[config.mk]
export PLATFORM = sky130hd
export DESIGN_NAME = lpsdc_ctrl
export DESIGN_NICKNAME = d
export VERILOG_FILES = /design/src/lpsdc_pkg.sv /design/src/lpsdc_pwr_seq.sv /design/src/lpsdc_ctrl.sv
export SDC_FILE = /design/constraint.sdc
export NUM_CORES = 1
export LEC_CHECK = 0
export CORE_MARGIN = 5
export CORE_UTILIZATION = 57
export DETAILED_ROUTE_END_ITERATION = 10
export DONT_BUFFER_PORTS = 1
export PLACE_DENSITY_LB_ADDON = 0.08
export SYNTH_ARGS = -nofsm -noshare
export SYNTH_HDL_FRONTEND = slang
export SYNTH_SLANG_ARGS = --single-unit
[constraint.sdc]
create_clock -name ref_clk -period 2.6 [get_ports ref_clk]
set_input_delay 0.26 -clock ref_clk [delete_from_list [all_inputs] [get_ports ref_clk]]
set_output_delay 0.26 -clock ref_clk [all_outputs]
set_load 0.05 [all_outputs]
[src/lpsdc_pkg.sv]
// constants for the panel sequence and dstn line pulse control block
// assumes an 8-bit indexed register port and a single ref_clk domain
package lpsdc_pkg;
    // register indices behind the data port
    localparam logic [7:0] IDX_SEQ_LP = 8'h34;
    localparam logic [7:0] IDX_HEIGHT_HI = 8'h3E;
    localparam logic [7:0] IDX_HEIGHT_LO = 8'h3F;
    localparam logic [7:0] IDX_F1_LO = 8'h40;
    localparam logic [7:0] IDX_F1_HI = 8'h41;
    localparam logic [7:0] IDX_F2_LO = 8'h42;
    // values after reset
    localparam logic [7:0] RST_SEQ_LP = 8'h80;
    localparam logic [7:0] RST_HEIGHT = 8'h00;
    localparam logic [7:0] RST_INDEX = 8'h00;
    // field positions, sequence and line pulse register
    localparam int SEQ_HW_BIT = 7;
    localparam int SEQ_WIDE_BIT = 6;
    localparam int SEQ_ODD_LSB = 4;
    localparam int SEQ_EVEN_LSB = 0;
    // field positions, height high register
    localparam int HH_MSIG_BIT = 7;
    localparam int HH_GFX_BIT = 5;
    localparam int HH_VID_BIT = 4;
    localparam int HH_FDET_BIT = 3;
    localparam int HH_FREE_BIT = 2;
    // line pulse widths in pixel clocks
    localparam logic [5:0] LP_WIDTH_NARROW = 6'h10;
    localparam logic [5:0] LP_WIDTH_WIDE = 6'h20;
    // power steps in order of switching on
    localparam logic [2:0] PWR_LEVEL_FULL = 3'h4;
    typedef enum logic {LPSDC_LP_IDLE, LPSDC_LP_ACTIVE} lpsdc_lp_state_t;
endpackage

[src/lpsdc_pwr_seq.sv]
// hardware panel power on/off sequencer
// assumes frame_tick is a one-cycle pulse per vertical frame on ref_clk
`timescale 1ns/1ps
`default_nettype none
module lpsdc_pwr_seq
    import lpsdc_pkg::*;
(
    input wire logic ref_clk,
    input wire logic resetn,
    input wire logic power_on_req,
    input wire logic frame_tick,
    input wire logic [1:0] step_code,
    output logic [2:0] level
);
    logic [2:0] level_r, level_nxt;
    logic [3:0] cnt_r, cnt_nxt;
    logic [3:0] interval;

    ////////////////////////////////////////////////////////////////////////
    // step spacing 1, 2, 4 or 8 frames
    always_comb begin
        interval = 4'h1 << step_code;
        level_nxt = level_r;
        cnt_nxt = 4'h0;
        if ((power_on_req && level_r != PWR_LEVEL_FULL) || (!power_on_req && level_r != 3'h0)) begin
            cnt_nxt = cnt_r;
            if (frame_tick) begin
                if (cnt_r + 4'h1 == interval) begin
                    cnt_nxt = 4'h0;
                    level_nxt = power_on_req ? level_r + 3'h1 : level_r - 3'h1;
                end else begin
                    cnt_nxt = cnt_r + 4'h1;
                end
            end
        end
    end

    always_ff @(posedge ref_clk or negedge resetn) begin
        if (!resetn) begin
            level_r <= 3'h0;
            cnt_r <= 4'h0;
        end else begin
            level_r <= level_nxt;
            cnt_r <= cnt_nxt;
        end
    end

    assign level = level_r;
endmodule
`default_nettype wire

[src/lpsdc_ctrl.sv]
// panel sequence select, dstn line pulse, panel height and read fifo start
// assumes io_* , hsync_start, vsync_start, display_enable_in, sw_power_ctrl,
// dstn_select, virtual_refresh_enable and step_code come from ref_clk logic;
// frame_pulse_pin is asynchronous and is synchronised here
// Overview of operation
// - bit 7 set: hardware power sequencer drives panel power; clear: software drives
// - dstn line pulse lasts 16 pixel clocks, or 32 when width bit set
// - standard refresh dstn: odd frames get 0 to 3 extra line pulses
// - four-bit field adds pulses to even frames, or every frame in virtual refresh
// - sequence and line pulse register reads 80h after reset
// - panel height is high bits 1:0 over the full low register
// - shared panel pin carries display enable, or alternating drive when bit set
// - graphics flip bit set by software, cleared by device after flipping
// - video flip bit set by software, cleared by device after flipping
// - frame pulse detect bit set by software, cleared once pulse seen
// - free running enable keeps line pulses coming continuously
// - read fifo1 start address is high register over low register
// - virtual refresh with dstn: fifo1 start serves the upper panel
// - fifo2 start low serves the lower panel, valid only for virtual dstn
// - height registers reset to 00h; fifo start registers keep no reset
// - step timing matters only while hardware sequencing is selected
// - hardware steps are spaced 1, 2, 4 or 8 frames
// - dual panel split needs both the virtual refresh enable and dstn select
`timescale 1ns/1ps
`default_nettype none
module lpsdc_ctrl
    import lpsdc_pkg::*;
#(
    parameter int LINE_PERIOD = 800
)(
    input wire logic ref_clk,
    input wire logic resetn,
    input wire logic io_write,
    input wire logic io_read,
    input wire logic io_port_sel,
    input wire logic [7:0] io_wdata,
    output logic [7:0] io_rdata,
    input wire logic hsync_start,
    input wire logic vsync_start,
    input wire logic display_enable_in,
    input wire logic frame_pulse_pin,
    input wire logic dstn_select,
    input wire logic virtual_refresh_enable,
    input wire logic [1:0] step_code,
    input wire logic power_on_req,
    input wire logic [3:0] sw_power_ctrl,
    output logic line_pulse,
    output logic panel_mux_out,
    output logic panel_enable_out,
    output logic bias_enable_out,
    output logic panel_ctrl_enable_out,
    output logic panel_supply_enable_out,
    output logic graphics_flip_pulse,
    output logic video_flip_pulse,
    output logic [9:0] panel_height,
    output logic [15:0] fifo1_start_addr,
    output logic [7:0] fifo2_start_low,
    output logic dual_panel_split
);

    ////////////////////////////////////////////////////////////////////////
    // register port
    logic [7:0] index_r, index_nxt;
    logic [7:0] rdata_r, rdata_nxt;
    logic [7:0] seq_r, seq_nxt;
    logic msig_sel_r, msig_sel_nxt;
    logic free_run_r, free_run_nxt;
    logic [1:0] height_hi_r, height_hi_nxt;
    logic [7:0] height_lo_r, height_lo_nxt;
    logic gfx_req_r, gfx_req_nxt;
    logic vid_req_r, vid_req_nxt;
    logic fdet_req_r, fdet_req_nxt;
    logic gfx_pulse_r, gfx_pulse_nxt;
    logic vid_pulse_r, vid_pulse_nxt;
    logic [7:0] f1_lo_r, f1_lo_nxt;
    logic [7:0] f1_hi_r, f1_hi_nxt;
    logic [7:0] f2_lo_r, f2_lo_nxt;
    logic wr_data;
    logic fp_edge;

    function automatic logic hit(input logic [7:0] idx, input logic [7:0] want);
        hit = (idx == want);
    endfunction

    always_comb begin
        wr_data = io_write && io_port_sel;
        index_nxt = (io_write && !io_port_sel) ? io_wdata : index_r;
        seq_nxt = seq_r;
        msig_sel_nxt = msig_sel_r;
        free_run_nxt = free_run_r;
        height_hi_nxt = height_hi_r;
        height_lo_nxt = height_lo_r;
        f1_lo_nxt = f1_lo_r;
        f1_hi_nxt = f1_hi_r;
        f2_lo_nxt = f2_lo_r;
        // requests clear on completion, a software set wins the same cycle
        gfx_req_nxt = gfx_req_r && !vsync_start;
        vid_req_nxt = vid_req_r && !vsync_start;
        fdet_req_nxt = fdet_req_r && !fp_edge;
        gfx_pulse_nxt = gfx_req_r && vsync_start;
        vid_pulse_nxt = vid_req_r && vsync_start;
        if (wr_data) begin
            if (hit(index_r, IDX_SEQ_LP)) begin
                seq_nxt = io_wdata;
            end
            if (hit(index_r, IDX_HEIGHT_HI)) begin
                msig_sel_nxt = io_wdata[HH_MSIG_BIT];
                free_run_nxt = io_wdata[HH_FREE_BIT];
                height_hi_nxt = io_wdata[1:0];
                // only ones take effect on request bits
                if (io_wdata[HH_GFX_BIT]) gfx_req_nxt = 1'b1;
                if (io_wdata[HH_VID_BIT]) vid_req_nxt = 1'b1;
                if (io_wdata[HH_FDET_BIT]) fdet_req_nxt = 1'b1;
            end
            if (hit(index_r, IDX_HEIGHT_LO)) height_lo_nxt = io_wdata;
            if (hit(index_r, IDX_F1_LO)) f1_lo_nxt = io_wdata;
            if (hit(index_r, IDX_F1_HI)) f1_hi_nxt = io_wdata;
            if (hit(index_r, IDX_F2_LO)) f2_lo_nxt = io_wdata;
        end
        rdata_nxt = rdata_r;
        if (io_read) begin
            if (!io_port_sel) begin
                rdata_nxt = index_r;
            end else if (hit(index_r, IDX_SEQ_LP)) begin
                rdata_nxt = seq_r;
            end else if (hit(index_r, IDX_HEIGHT_HI)) begin
                rdata_nxt = {msig_sel_r, 1'b0, gfx_req_r, vid_req_r, fdet_req_r,
                             free_run_r, height_hi_r};
            end else if (hit(index_r, IDX_HEIGHT_LO)) begin
                rdata_nxt = height_lo_r;
            end else if (hit(index_r, IDX_F1_LO)) begin
                rdata_nxt = f1_lo_r;
            end else if (hit(index_r, IDX_F1_HI)) begin
                rdata_nxt = f1_hi_r;
            end else if (hit(index_r, IDX_F2_LO)) begin
                rdata_nxt = f2_lo_r;
            end else begin
                rdata_nxt = 8'h00;
            end
        end
    end

    always_ff @(posedge ref_clk or negedge resetn) begin
        if (!resetn) begin
            index_r <= RST_INDEX;
            rdata_r <= 8'h00;
            seq_r <= RST_SEQ_LP;
            msig_sel_r <= 1'b0;
            free_run_r <= 1'b0;
            height_hi_r <= RST_HEIGHT[1:0];
            height_lo_r <= RST_HEIGHT;
            gfx_req_r <= 1'b0;
            vid_req_r <= 1'b0;
            fdet_req_r <= 1'b0;
            gfx_pulse_r <= 1'b0;
            vid_pulse_r <= 1'b0;
        end else begin
            index_r <= index_nxt;
            rdata_r <= rdata_nxt;
            seq_r <= seq_nxt;
            msig_sel_r <= msig_sel_nxt;
            free_run_r <= free_run_nxt;
            height_hi_r <= height_hi_nxt;
            height_lo_r <= height_lo_nxt;
            gfx_req_r <= gfx_req_nxt;
            vid_req_r <= vid_req_nxt;
            fdet_req_r <= fdet_req_nxt;
            gfx_pulse_r <= gfx_pulse_nxt;
            vid_pulse_r <= vid_pulse_nxt;
        end
    end

    // fifo start registers power up undefined
    always_ff @(posedge ref_clk) begin
        f1_lo_r <= f1_lo_nxt;
        f1_hi_r <= f1_hi_nxt;
        f2_lo_r <= f2_lo_nxt;
    end

    assign io_rdata = rdata_r;
    assign graphics_flip_pulse = gfx_pulse_r;
    assign video_flip_pulse = vid_pulse_r;
    assign panel_height = {height_hi_r, height_lo_r};
    assign fifo1_start_addr = {f1_hi_r, f1_lo_r};
    assign fifo2_start_low = f2_lo_r;

    ////////////////////////////////////////////////////////////////////////
    // frame pulse pin synchroniser
    logic fp_meta_r, fp_sync_r, fp_prev_r;

    always_ff @(posedge ref_clk or negedge resetn) begin
        if (!resetn) begin
            fp_meta_r <= 1'b0;
            fp_sync_r <= 1'b0;
            fp_prev_r <= 1'b0;
        end else begin
            fp_meta_r <= frame_pulse_pin;
            fp_sync_r <= fp_meta_r;
            fp_prev_r <= fp_sync_r;
        end
    end

    assign fp_edge = fp_sync_r && !fp_prev_r;

    ////////////////////////////////////////////////////////////////////////
    // frame parity, mux pin, split mode, power outputs
    logic odd_frame_r, odd_frame_nxt;
    logic mux_r, mux_nxt;
    logic split_r, split_nxt;
    logic [3:0] pwr_r, pwr_nxt;
    logic [2:0] seq_level;

    lpsdc_pwr_seq u_pwr_seq (
        .ref_clk(ref_clk),
        .resetn(resetn),
        .power_on_req(power_on_req),
        .frame_tick(vsync_start),
        .step_code(step_code),
        .level(seq_level)
    );

    always_comb begin
        odd_frame_nxt = vsync_start ? !odd_frame_r : odd_frame_r;
        // alternating drive follows frame parity
        mux_nxt = msig_sel_r ? odd_frame_r : display_enable_in;
        split_nxt = virtual_refresh_enable && dstn_select;
        if (seq_r[SEQ_HW_BIT]) begin
            // steps: panel enable, bias, control signals, supply
            pwr_nxt = {seq_level >= 3'h4, seq_level >= 3'h3,
                       seq_level >= 3'h2, seq_level >= 3'h1};
        end else begin
            pwr_nxt = sw_power_ctrl;
        end
    end

    always_ff @(posedge ref_clk or negedge resetn) begin
        if (!resetn) begin
            odd_frame_r <= 1'b1;
            mux_r <= 1'b0;
            split_r <= 1'b0;
            pwr_r <= 4'h0;
        end else begin
            odd_frame_r <= odd_frame_nxt;
            mux_r <= mux_nxt;
            split_r <= split_nxt;
            pwr_r <= pwr_nxt;
        end
    end

    assign panel_mux_out = mux_r;
    assign dual_panel_split = split_r;
    assign panel_enable_out = pwr_r[0];
    assign bias_enable_out = pwr_r[1];
    assign panel_ctrl_enable_out = pwr_r[2];
    assign panel_supply_enable_out = pwr_r[3];

    ////////////////////////////////////////////////////////////////////////
    // line pulse generator
    lpsdc_lp_state_t lp_state_r, lp_state_nxt;
    logic [5:0] lp_cnt_r, lp_cnt_nxt;
    logic lp_wide_r, lp_wide_nxt;
    logic [3:0] pend_r, pend_nxt;
    logic [15:0] fr_cnt_r, fr_cnt_nxt;
    logic fr_fire;
    logic lp_start;

    always_comb begin
        fr_fire = free_run_r && (fr_cnt_r == 16'(LINE_PERIOD - 1));
        fr_cnt_nxt = (!free_run_r || fr_fire) ? 16'h0000 : fr_cnt_r + 16'h0001;
        lp_start = (lp_state_r == LPSDC_LP_IDLE) &&
                   (hsync_start || fr_fire || pend_r != 4'h0);
        lp_state_nxt = lp_state_r;
        lp_cnt_nxt = lp_cnt_r;
        lp_wide_nxt = lp_wide_r;
        pend_nxt = pend_r;
        if (lp_start && !hsync_start && !fr_fire) begin
            pend_nxt = pend_r - 4'h1;
        end
        if (vsync_start && dstn_select) begin
            if (virtual_refresh_enable || !odd_frame_r) begin
                pend_nxt = seq_r[SEQ_EVEN_LSB +: 4];
            end else begin
                pend_nxt = {2'b00, seq_r[SEQ_ODD_LSB +: 2]};
            end
        end
        unique case (lp_state_r)
            LPSDC_LP_IDLE: begin
                if (lp_start) begin
                    lp_state_nxt = LPSDC_LP_ACTIVE;
                    lp_cnt_nxt = 6'h01;
                    lp_wide_nxt = seq_r[SEQ_WIDE_BIT];
                end
            end
            LPSDC_LP_ACTIVE: begin
                if (lp_cnt_r == (lp_wide_r ? LP_WIDTH_WIDE : LP_WIDTH_NARROW)) begin
                    lp_state_nxt = LPSDC_LP_IDLE;
                end else begin
                    lp_cnt_nxt = lp_cnt_r + 6'h01;
                end
            end
        endcase
    end

    always_ff @(posedge ref_clk or negedge resetn) begin
        if (!resetn) begin
            lp_state_r <= LPSDC_LP_IDLE;
            lp_cnt_r <= 6'h00;
            lp_wide_r <= 1'b0;
            pend_r <= 4'h0;
            fr_cnt_r <= 16'h0000;
        end else begin
            lp_state_r <= lp_state_nxt;
            lp_cnt_r <= lp_cnt_nxt;
            lp_wide_r <= lp_wide_nxt;
            pend_r <= pend_nxt;
            fr_cnt_r <= fr_cnt_nxt;
        end
    end

    assign line_pulse = (lp_state_r == LPSDC_LP_ACTIVE);

    ////////////////////////////////////////////////////////////////////////
    // checks
    logic hh_write;
    assign hh_write = wr_data && hit(index_r, IDX_HEIGHT_HI);
endmodule
`default_nettype wire

# ---- Word-level counts from Yosys, hierarchy flattened
# Cells that the tools add are included.
# Widths: inputs -> output; s select.
dict set report word_totals {
  ff_bits 110
  in_bits 26
  out_inout_bits 51
  wordCells 129
}
dict set report op_classes {
  addsub 6
  magnitude_cmp 4
  eq_ne 13
  n_shift 1
  mux 33
  bitwise 1
  reduce_logical 42
}
# cell count
set op_table {}
lappend op_table {{$mux 8} 7}
lappend op_table {{$mux 4} 7}
lappend op_table {{$eq 8x6->1 const B} 3}
lappend op_table {{$eq 8x7->1 const B} 3}
lappend op_table {{$mux 6} 3}
lappend op_table {{$add 16x1->16 const B} 1}
lappend op_table {{$eq 16x10->1 const B} 1}
lappend op_table {{$logic_and 1x1->1} 16}
lappend op_table {{$mux 16} 1}
lappend op_table {{$reduce_and 2->1} 8}
lappend op_table {{$mux 1} 12}
lappend op_table {{$pmux 6 s2} 1}
lappend op_table {{$logic_not 1->1} 9}
lappend op_table {{$add 6x1->6 const B} 1}
lappend op_table {{$eq 6x6->1} 1}
lappend op_table {{$ge 3x2->1 const B} 2}
lappend op_table {{$ne 2x2->1 const B} 3}
lappend op_table {{$logic_or 1x1->1} 5}
lappend op_table {{$add 4x1->4 const B} 1}
lappend op_table {{$eq 4x4->1} 1}
lappend op_table {{$reduce_bool 4->1} 1}
lappend op_table {{$shl 1x2->4 const A} 1}
lappend op_table {{$sub 4x1->4 const B} 1}
lappend op_table {{$add 3x1->3 const B} 1}
lappend op_table {{other kinds (10)} 10}

# ---- Depth between registers and ports, before layout
# Gate-level depths: netlist (run 1).
dict set report depth {
  depth_word 9
  ltp_mapped 8
  depth_no_buf 7
}

# ---- Hierarchy
# Synthesis (run 1) repeated with hierarchy kept, for this count alone.
dict set report unflattened {
  hier_cells 460
  area_unflattened_um2 5305.1
}
# mod instances cells_each area_per_inst_um2 seq_area_each_um2
set by_module_without_submodules {}
lappend by_module_without_submodules {lpsdc_ctrl 1 409 4809.6 2700.1}
lappend by_module_without_submodules {lpsdc_pwr_seq 1 51 495.5 175.2}

# ---- Least setup slack after synthesis (run 1)
# OpenSTA, ideal clock, no wires.
dict set report synth_path {
  path_type {reg-to-reg}
  startpoint {register index_r[3]}
  endpoint {register f1_lo_r[0], enable pin}
  setup_time_ns 0.395
  arrival_time_ns 2.067
  required_time_ns 2.205
  path_slack_ns 0.138
  stages_incl_launch_ff 4
  n_path_buf 0
  period_less_slack_ns 2.462
  path_cell_list {dfrtp_1 or2_2 or4_1 nor4_1}
}
dict set report synth_between {
  elab_chain_cells 2
}
# element line_no
set synth_lines {}
lappend synth_lines {{start: declaration} lpsdc_ctrl.sv:63} ;# logic [7:0] index_r, index_nxt;
lappend synth_lines {{start signal: assignment} lpsdc_ctrl.sv:158} ;# index_r <= index_nxt;
lappend synth_lines {{$eq 8x7->1} lpsdc_ctrl.sv:82} ;# hit = (idx == want);
lappend synth_lines {{$reduce_and 2->1 (no source line)} -}
lappend synth_lines {{end signal: assignment} lpsdc_ctrl.sv:175} ;# f1_lo_r <= f1_lo_nxt;
lappend synth_lines {{end: declaration} lpsdc_ctrl.sv:75} ;# logic [7:0] f1_lo_r, f1_lo_nxt;
# Every way passes these cells.
# A chain may end at the register's enable or synchronous reset.

# ---- Final worst setup path (run 1)
dict set report layout_path {
  startpoint {register u_pwr_seq.cnt_r[0]}
  endpoint {register u_pwr_seq.level_r[0], in the netlist u_pwr_seq.level[0]}
}
dict set report layout_between {
  elab_chain_cells 3
}
# element line_no
set layout_lines {}
lappend layout_lines {{start: declaration} lpsdc_pwr_seq.sv:16} ;# logic [3:0] cnt_r, cnt_nxt;
lappend layout_lines {{start signal: assignment} lpsdc_pwr_seq.sv:44} ;# cnt_r <= cnt_nxt;
lappend layout_lines {{$add 4x1->4} lpsdc_pwr_seq.sv:28} ;# if (cnt_r + 4'h1 == interval) begin
lappend layout_lines {{$eq 4x4->1} lpsdc_pwr_seq.sv:28}
lappend layout_lines {{$reduce_and 3->1 (no source line)} -}
lappend layout_lines {{end signal: assignment} lpsdc_pwr_seq.sv:43} ;# level_r <= level_nxt;
lappend layout_lines {{end: declaration} lpsdc_pwr_seq.sv:15} ;# logic [2:0] level_r, level_nxt;
# Every way passes these cells.

==> flow_summary.json, run 1 <==
{
  "synth_top_flop_cell": "dfrtp_1",
  "slew-limit-headroom": 0.423,
  "reg2regPathDepth": 6,
  "r2r_end": "u_pwr_seq.level[0]$_DFFE_PN0P_",
  "clk_pin_slew_ns": 0.11,
  "ios": 77,
  "worst-r2r-setup-slack_ns": 0.50,
  "worstPathRequired_ns": 2.86,
  "p_per_area_nw_per_um2": 747,
  "rsz0062_at_grt": "false",
  "synth_edf_count": 24,
  "hpwl_um": 8130,
  "synthesis.instances": 467,
  "cp_max_fo": 9,
  "drtPass1Iterations": 4,
  "grtUsageTotal": 0.214,
  "yosys_register_bits": 110,
  "maxCapViolCount": 0,
  "start_util": 0.577,
  "area_growth_pct": 9.09,
  "outcome": "complete, no violations",
  "synth.area.top_cells": "dfrtp_1 40%, edfxtp_1 14%, mux2_2 7.3%, nand2_1 3.3%, o21ai_0 3.0%",
  "arrival_ns": 2.36,
  "dieArea_um2": 11200,
  "min_period_ns": 2.10,
  "hp-start": "virtual_refresh_enable",
  "cts_root_buffer": "clkbuf_8",
  "syn-cell-area_um2": 5260,
  "crit_family": "simple AND/OR/NAND/NOR gates",
  "grt_max_degree": 87,
  "port_buffers": 0,
  "path_cells": "ha_1, xor2_1, or4_1, mux2i_1, o21ai_1, xnor2_1",
  "clk_latency_ns": 0.37,
  "path_class": "flop to flop",
  "r2r_start": "u_pwr_seq.cnt_r[0]$_DFFE_PN0P_",
  "clockBufferDepth": 2,
  "rows": 35,
  "skew_ns": 0.0121,
  "viasPerCell": 6.01,
  "synth_area_leader_cell": "dfrtp_1",
  "synth.distinct_cells": 63,
  "power_frac_comb": 0.225,
  "synthTopCellsByCount": "84 x dfrtp_1, 46 x nand2_1, 36 x nor2_1",
  "fillers": 736,
  "overflow": 0,
  "report.final.slew_viol_count": 0,
  "cpMaxStageDelayCell": "or4_1",
  "diodes": 0,
  "vias": 3602,
  "post-route-drc-count": 0,
  "ir_drop_uv": 548,
  "setup-tns-final_ns": 0,
  "async_flop_share": 0.782,
  "initialDrtViolationCount": 209,
  "ys_warn_count": 0,
  "antenna_found_initial": 0,
  "cp-end-kind": "flop",
  "drive_above_1_share": 0.152,
  "ys_seq_area_frac": 0.547,
  "routed_wl_um": 11500,
  "startpoint_type": "flop",
  "die_w_um": 106,
  "p_sw_mw": 1.49,
  "hold_violations": 0,
  "seq_power_share": 0.539,
  "internal_power_mw": 2.80,
  "dieHeight_um": 106,
  "whs_path_depth": 1,
  "post_cts_buffers": 0,
  "worst_pin_slew_ns": 0.864,
  "detail_route.wl_per_cell_um": 19.3,
  "setup-violations-final": 0,
  "antenna_left": 0,
  "grt_pass1_vias": 3507,
  "period_share": 0.808,
  "finalHoldWorstSlack_ns": 0.0207,
  "cts_sinks": 110,
  "hold_path_class": "primary input to flop",
  "numCtsBuffers": 9,
  "nets": 521,
  "synth_most_common_cell": "dfrtp_1",
  "htreeDepth": 3,
  "power_mw": 4.28,
  "leakagePower_nw": 2.41,
  "min_to": "dual_panel_split$_DFF_PN0_",
  "critPathBufInv": 0,
  "place.gp.congestion": 0.846,
  "critPathMaxStageDelay_ns": 0.51,
  "cts_tree": "built",
  "grt_pass1_wl_um": 18800,
  "syn-num-nets": 505,
  "fmax_mhz": 476,
  "swShare": 0.347,
  "syn_avg_cell_area_um2": 11.3,
  "coreArea_um2": 9110,
  "synth_top_cell_area_share": 0.400,
  "power_frac_clock": 0.236
}
## cell families after synthesis
family	count (synthesis)	share of synthesized area
AO/OA/AOI/OAI	89	0.106
flip-flops	110	0.547
buffers and inverters	33	0.0250
multiplexers	47	0.0976
adder cells (fa/ha/maj)	12	0.0286
XOR/XNOR	22	0.0367
AND/OR/NAND/NOR	154	0.159
## area by class of cell
cell class              count  area (um^2)  share of cell area
clock buffers               9          124              0.0216
clock inverters             7         72.6              0.0127
inverters                  17         63.8              0.0111
multi-input cells         324         2250               0.392
flip-flops and latches    110         2880               0.501
well taps                 111          139              0.0242
repair buffers             21          210              0.0367
## stage by stage
| stage | cells | utilization | area (um^2) | worst slack, ns |
|---|---|---|---|---|
| after floorplan | 467 | - | 5260 | 0.138 |
| after global placement | 569 | 0.591 | 5380 | 0.561 |
| after CTS | 599 | 0.630 | 5730 | 0.493 |
| final | 599 | 0.630 | 5730 | 0.500 |
| after detailed placement | 569 | 0.591 | 5380 | 0.496 |
| after global routing | 599 | 0.630 | 5730 | 0.377 |
## state kept, by name, summed over array words and instances (netlist names), 2 cells and up
register and flops:
f1_hi_r 8, f1_lo_r 8, fifo2_start_low 8, fr_cnt_r 16, height_hi_r 2, height_lo_r 8
index_r 8, io_rdata 8, lp_cnt_r 6, pend_r 4, pwr_r 4, seq_r 8
u_pwr_seq.cnt_r 4, u_pwr_seq.level 3
## cell usage in the layout, fill, tap and decap left out, drive strengths merged, types with 3 or more instances in the layout
cell type    netlist  final
or4                4      4
xor2              11     11
inv               17     22
mux2i             13     13
xnor2             11     11
a21oi             13     13
a22oi              7      7
clkbuf            12      9
nand2b             4      4
and3               6      6
nor2b              5      5
buf                4      8
o21ai             33     33
dlygate4sd3        0     13
nor2              37     37
a221oi             4      4
edfxtp            24     24
nand2             47     47
dfrtp             84     84
nor4               5      5
nand4              5      5
o22ai              6      6
nor3b              4      4
nor3               4      4
mux2              34     34
ha                12     12
and2               9      9
a31oi              8      8
nand3             12     12
a22o               3      3
## what timing repair did
item                                   4_1_cts  5_1_grt
setup endpoints to repair                    0        0
gates resized for setup                      0        0
endpoints found under the hold margin      120        0
hold buffers                                14        0
## routing by layer
metal	vias to the layer above	wire length, um	global-route usage
li1	1702	-	-
met1	1798	5130	0.297
met2	91	5530	0.327
met3	11	739	0.0662
met4	0	133	0.0564
met5	-	0	0
## power by group through the flow
stage / Clock, mW / Sequential (mW) / Combinational [mW]
6_report: 1.01 / 2.31 / 0.963
5_1_grt: 1.12 / 2.35 / 1.08
3_3_place_gp: 0 / 2.34 / 0.887
2_1_floorplan: 0 / 2.29 / 0.747
3_5_place_dp: 0 / 2.35 / 0.916
4_1_cts: 1.04 / 2.31 / 0.973
## worst max path at each step
stage | from | end | slack, ns | depth (start not counted)
2_1_floorplan | index_r[3]$_DFFE_PN0P_ | f1_lo_r[0]$_DFFE_PP_ | 0.14 | 3
3_3_place_gp | index_r[3]$_DFFE_PN0P_ | fifo2_start_low[7]$_DFFE_PP_ | 0.56 | 4
3_5_place_dp | u_pwr_seq.cnt_r[0]$_DFFE_PN0P_ | u_pwr_seq.level[0]$_DFFE_PN0P_ | 0.50 | 6
4_1_cts | u_pwr_seq.cnt_r[0]$_DFFE_PN0P_ | u_pwr_seq.level[0]$_DFFE_PN0P_ | 0.49 | 6
5_1_grt | u_pwr_seq.cnt_r[0]$_DFFE_PN0P_ | u_pwr_seq.level[0]$_DFFE_PN0P_ | 0.38 | 6
6_report | u_pwr_seq.cnt_r[0]$_DFFE_PN0P_ | u_pwr_seq.level[0]$_DFFE_PN0P_ | 0.50 | 6
(Power assumes the default switching activity.)
==> run 2, diff against run 1 <==
--- a/config.mk
+++ b/config.mk
@@ -6,7 +6,7 @@
 export NUM_CORES = 1
 export LEC_CHECK = 0
 export CORE_MARGIN = 5
-export CORE_UTILIZATION = 57
+export CORE_UTILIZATION = 63
 export DETAILED_ROUTE_END_ITERATION = 10
 export DONT_BUFFER_PORTS = 1
 export PLACE_DENSITY_LB_ADDON = 0.08
==> constraint.sdc (replaced) <==
create_clock -name ref_clk -period 2.2 [get_ports ref_clk]
set_input_delay 0.22 -clock ref_clk [delete_from_list [all_inputs] [get_ports ref_clk]]
set_output_delay 0.22 -clock ref_clk [all_outputs]
set_load 0.05 [all_outputs]
==> run 2 against run 1 <==
Worst hold slack improved by 0.0023 ns. First-iteration DRC count rose by 7.7%. Register-to-register slack got worse by 0.35 ns. Via count rose by 5.7%. Sequential share of layout area fell by 1.8 points. Non-clock buffer count rose by 26. Global-route usage rose by 2.6 points. Maximum frequency rose by 2.4%. Sequential cell count did not move. Wire length rose by 2.5%. Cell count rose by 3.3%. Die area fell by 8.7%. Largest cell class unchanged. Highest routed layer unchanged.
==> flow_summary.json, run 2 (synthesized netlist as in run 1, its figures left out) <==
{
  "grt_pass1_vias": 3761,
  "setup-violations-final": 0,
  "die_w_um": 101,
  "coreArea_um2": 8180,
  "r2r_start": "index_r[2]$_DFFE_PN0P_",
  "place_area_um2": 5540,
  "numCtsBuffers": 9,
  "overflow": 0,
  "viasPerCell": 6.15,
  "clk_pin_slew_ns": 0.11,
  "startpoint_type": "flop",
  "crit_family": "simple AND/OR/NAND/NOR gates",
  "worst_pin_slew_ns": 0.646,
  "hold_path_class": "primary input to flop",
  "maxCapViolCount": 0,
  "grtUsageTotal": 0.240,
  "cts_sinks": 110,
  "layout_common_cells": "84 x dfrtp_1, 46 x nand2_1, 36 x nor2_1",
  "finalWorstSetupSlack_ns": 0.149,
  "fillers": 583,
  "hp-start": "io_read",
  "nets": 547,
  "power_mw": 5.14,
  "place.gp.congestion": 0.839,
  "drtPass1Iterations": 7,
  "leakagePower_nw": 2.53,
  "port_buffers": 0,
  "drive_above_1_share": 0.187,
  "clockBufferDepth": 2,
  "rsz0062_at_grt": "false",
  "design_area_um2": 5950,
  "start_util": 0.643,
  "regMostFlops": "fr_cnt_r",
  "htreeDepth": 3,
  "hold_violations": 0,
  "skew_ns": 0.0133,
  "clk_latency_ns": 0.38,
  "grt_pass1_wl_um": 19100,
  "area_growth_pct": 13.2,
  "dieHeight_um": 101,
  "initialDrtViolationCount": 225,
  "path_class": "flop to flop",
  "worstPathRequired_ns": 2.30,
  "vias": 3806,
  "cp-end-kind": "flop",
  "arrival_ns": 2.15,
  "routed_wl_um": 11800,
  "hpwl_um": 8290,
  "rows": 33,
  "cp_max_fo": 8,
  "cts_root_buffer": "clkbuf_8",
  "path_cells": "or2_2, or4_1, nor4_2, buf_4",
  "post_cts_buffers": 0,
  "post-route-drc-count": 0,
  "ctsResizeCount": 0,
  "slew-limit-headroom": 0.569,
  "antenna_left": 0,
  "cp-startpoint": "index_r[2]$_DFFE_PN0P_",
  "min_period_ns": 2.05,
  "detail_route.wl_per_cell_um": 19.1,
  "outcome": "complete, no violations",
  "report.final.slew_viol_count": 0,
  "final_common_cell": "dfrtp_1",
  "dieArea_um2": 10300,
  "dpl_worst_slack_ns": 0.149,
  "p_per_area_nw_per_um2": 863,
  "antenna_found_initial": 0,
  "diodes": 0,
  "grt_max_degree": 87,
  "critPathMaxStageDelay_ns": 0.50,
  "ios": 77,
  "period_share": 0.932,
  "fmax_mhz": 488,
  "critPathBufInv": 1,
  "cts_tree": "built",
  "cpMaxStageDelayCell": "or4_1",
  "hold_buffers": 20,
  "largest_reg_flops": 16,
  "ir_drop_uv": 581
}
run 2: per-layer routing:
layer	global-route usage	vias to the layer above	part of all wire
li1	-	1763	-
met1	0.319	1871	0.42
met2	0.377	158	0.48
met3	0.0985	14	0.090
met4	0.0440	0	0.0088
met5	0	-	0
run 2: layout make-up:
cell class / instances / area, um^2 / area share
clock buffers: 9 / 124 / 0.0208
clock inverters: 7 / 73.8 / 0.0124
inverters: 17 / 63.8 / 0.0107
multi-input cells: 324 / 2260 / 0.380
flip-flops and latches: 110 / 2880 / 0.483
well taps: 105 / 131 / 0.0221
repair buffers: 47 / 420 / 0.0706
run 2: stage by stage:
| step | util | hold slack, ns | std cells | TNS (ns) |
|---|---|---|---|---|
| floorplan | - | -0.0756 | 467 | -4.73 |
| global placement | 0.677 | -0.0730 | 583 | 0 |
| detailed placement | 0.677 | -0.0729 | 583 | 0 |
| CTS | 0.728 | 0.00983 | 619 | 0 |
| global route | 0.728 | 0.0189 | 619 | 0 |
| finish | 0.728 | 0.0231 | 619 | 0 |
run 2: final timing paths:
check                                          endpoint  cells past startpoint  slack, ns
max                        fifo2_start_low[1]$_DFFE_PP_                      4       0.15
min                             io_rdata[6]$_DFFE_PN0P_                      3       0.02
max reg2reg                fifo2_start_low[1]$_DFFE_PP_                      4       0.15
min reg2reg                         fp_sync_r$_DFF_PN0_                      0       0.37
max in group asynchronous          seq_r[7]$_DFFE_PN1P_                      2       1.40
min in group asynchronous         fr_cnt_r[3]$_DFF_PN0_                      2       0.38
run 2: report_power, final:
group          leakage [nW]  internal, mW  total (mW)  switching (mW)
clock                0.0924         0.443        1.21           0.763
sequential             1.32          2.32        2.72           0.400
combinational          1.11         0.562        1.21           0.647
run 2: tightest hold or removal path: cells and delay by family:
family           cells  cell delay, ns
AO/OA/AOI/OAI        2            0.12
AND/OR/NAND/NOR      1            0.03
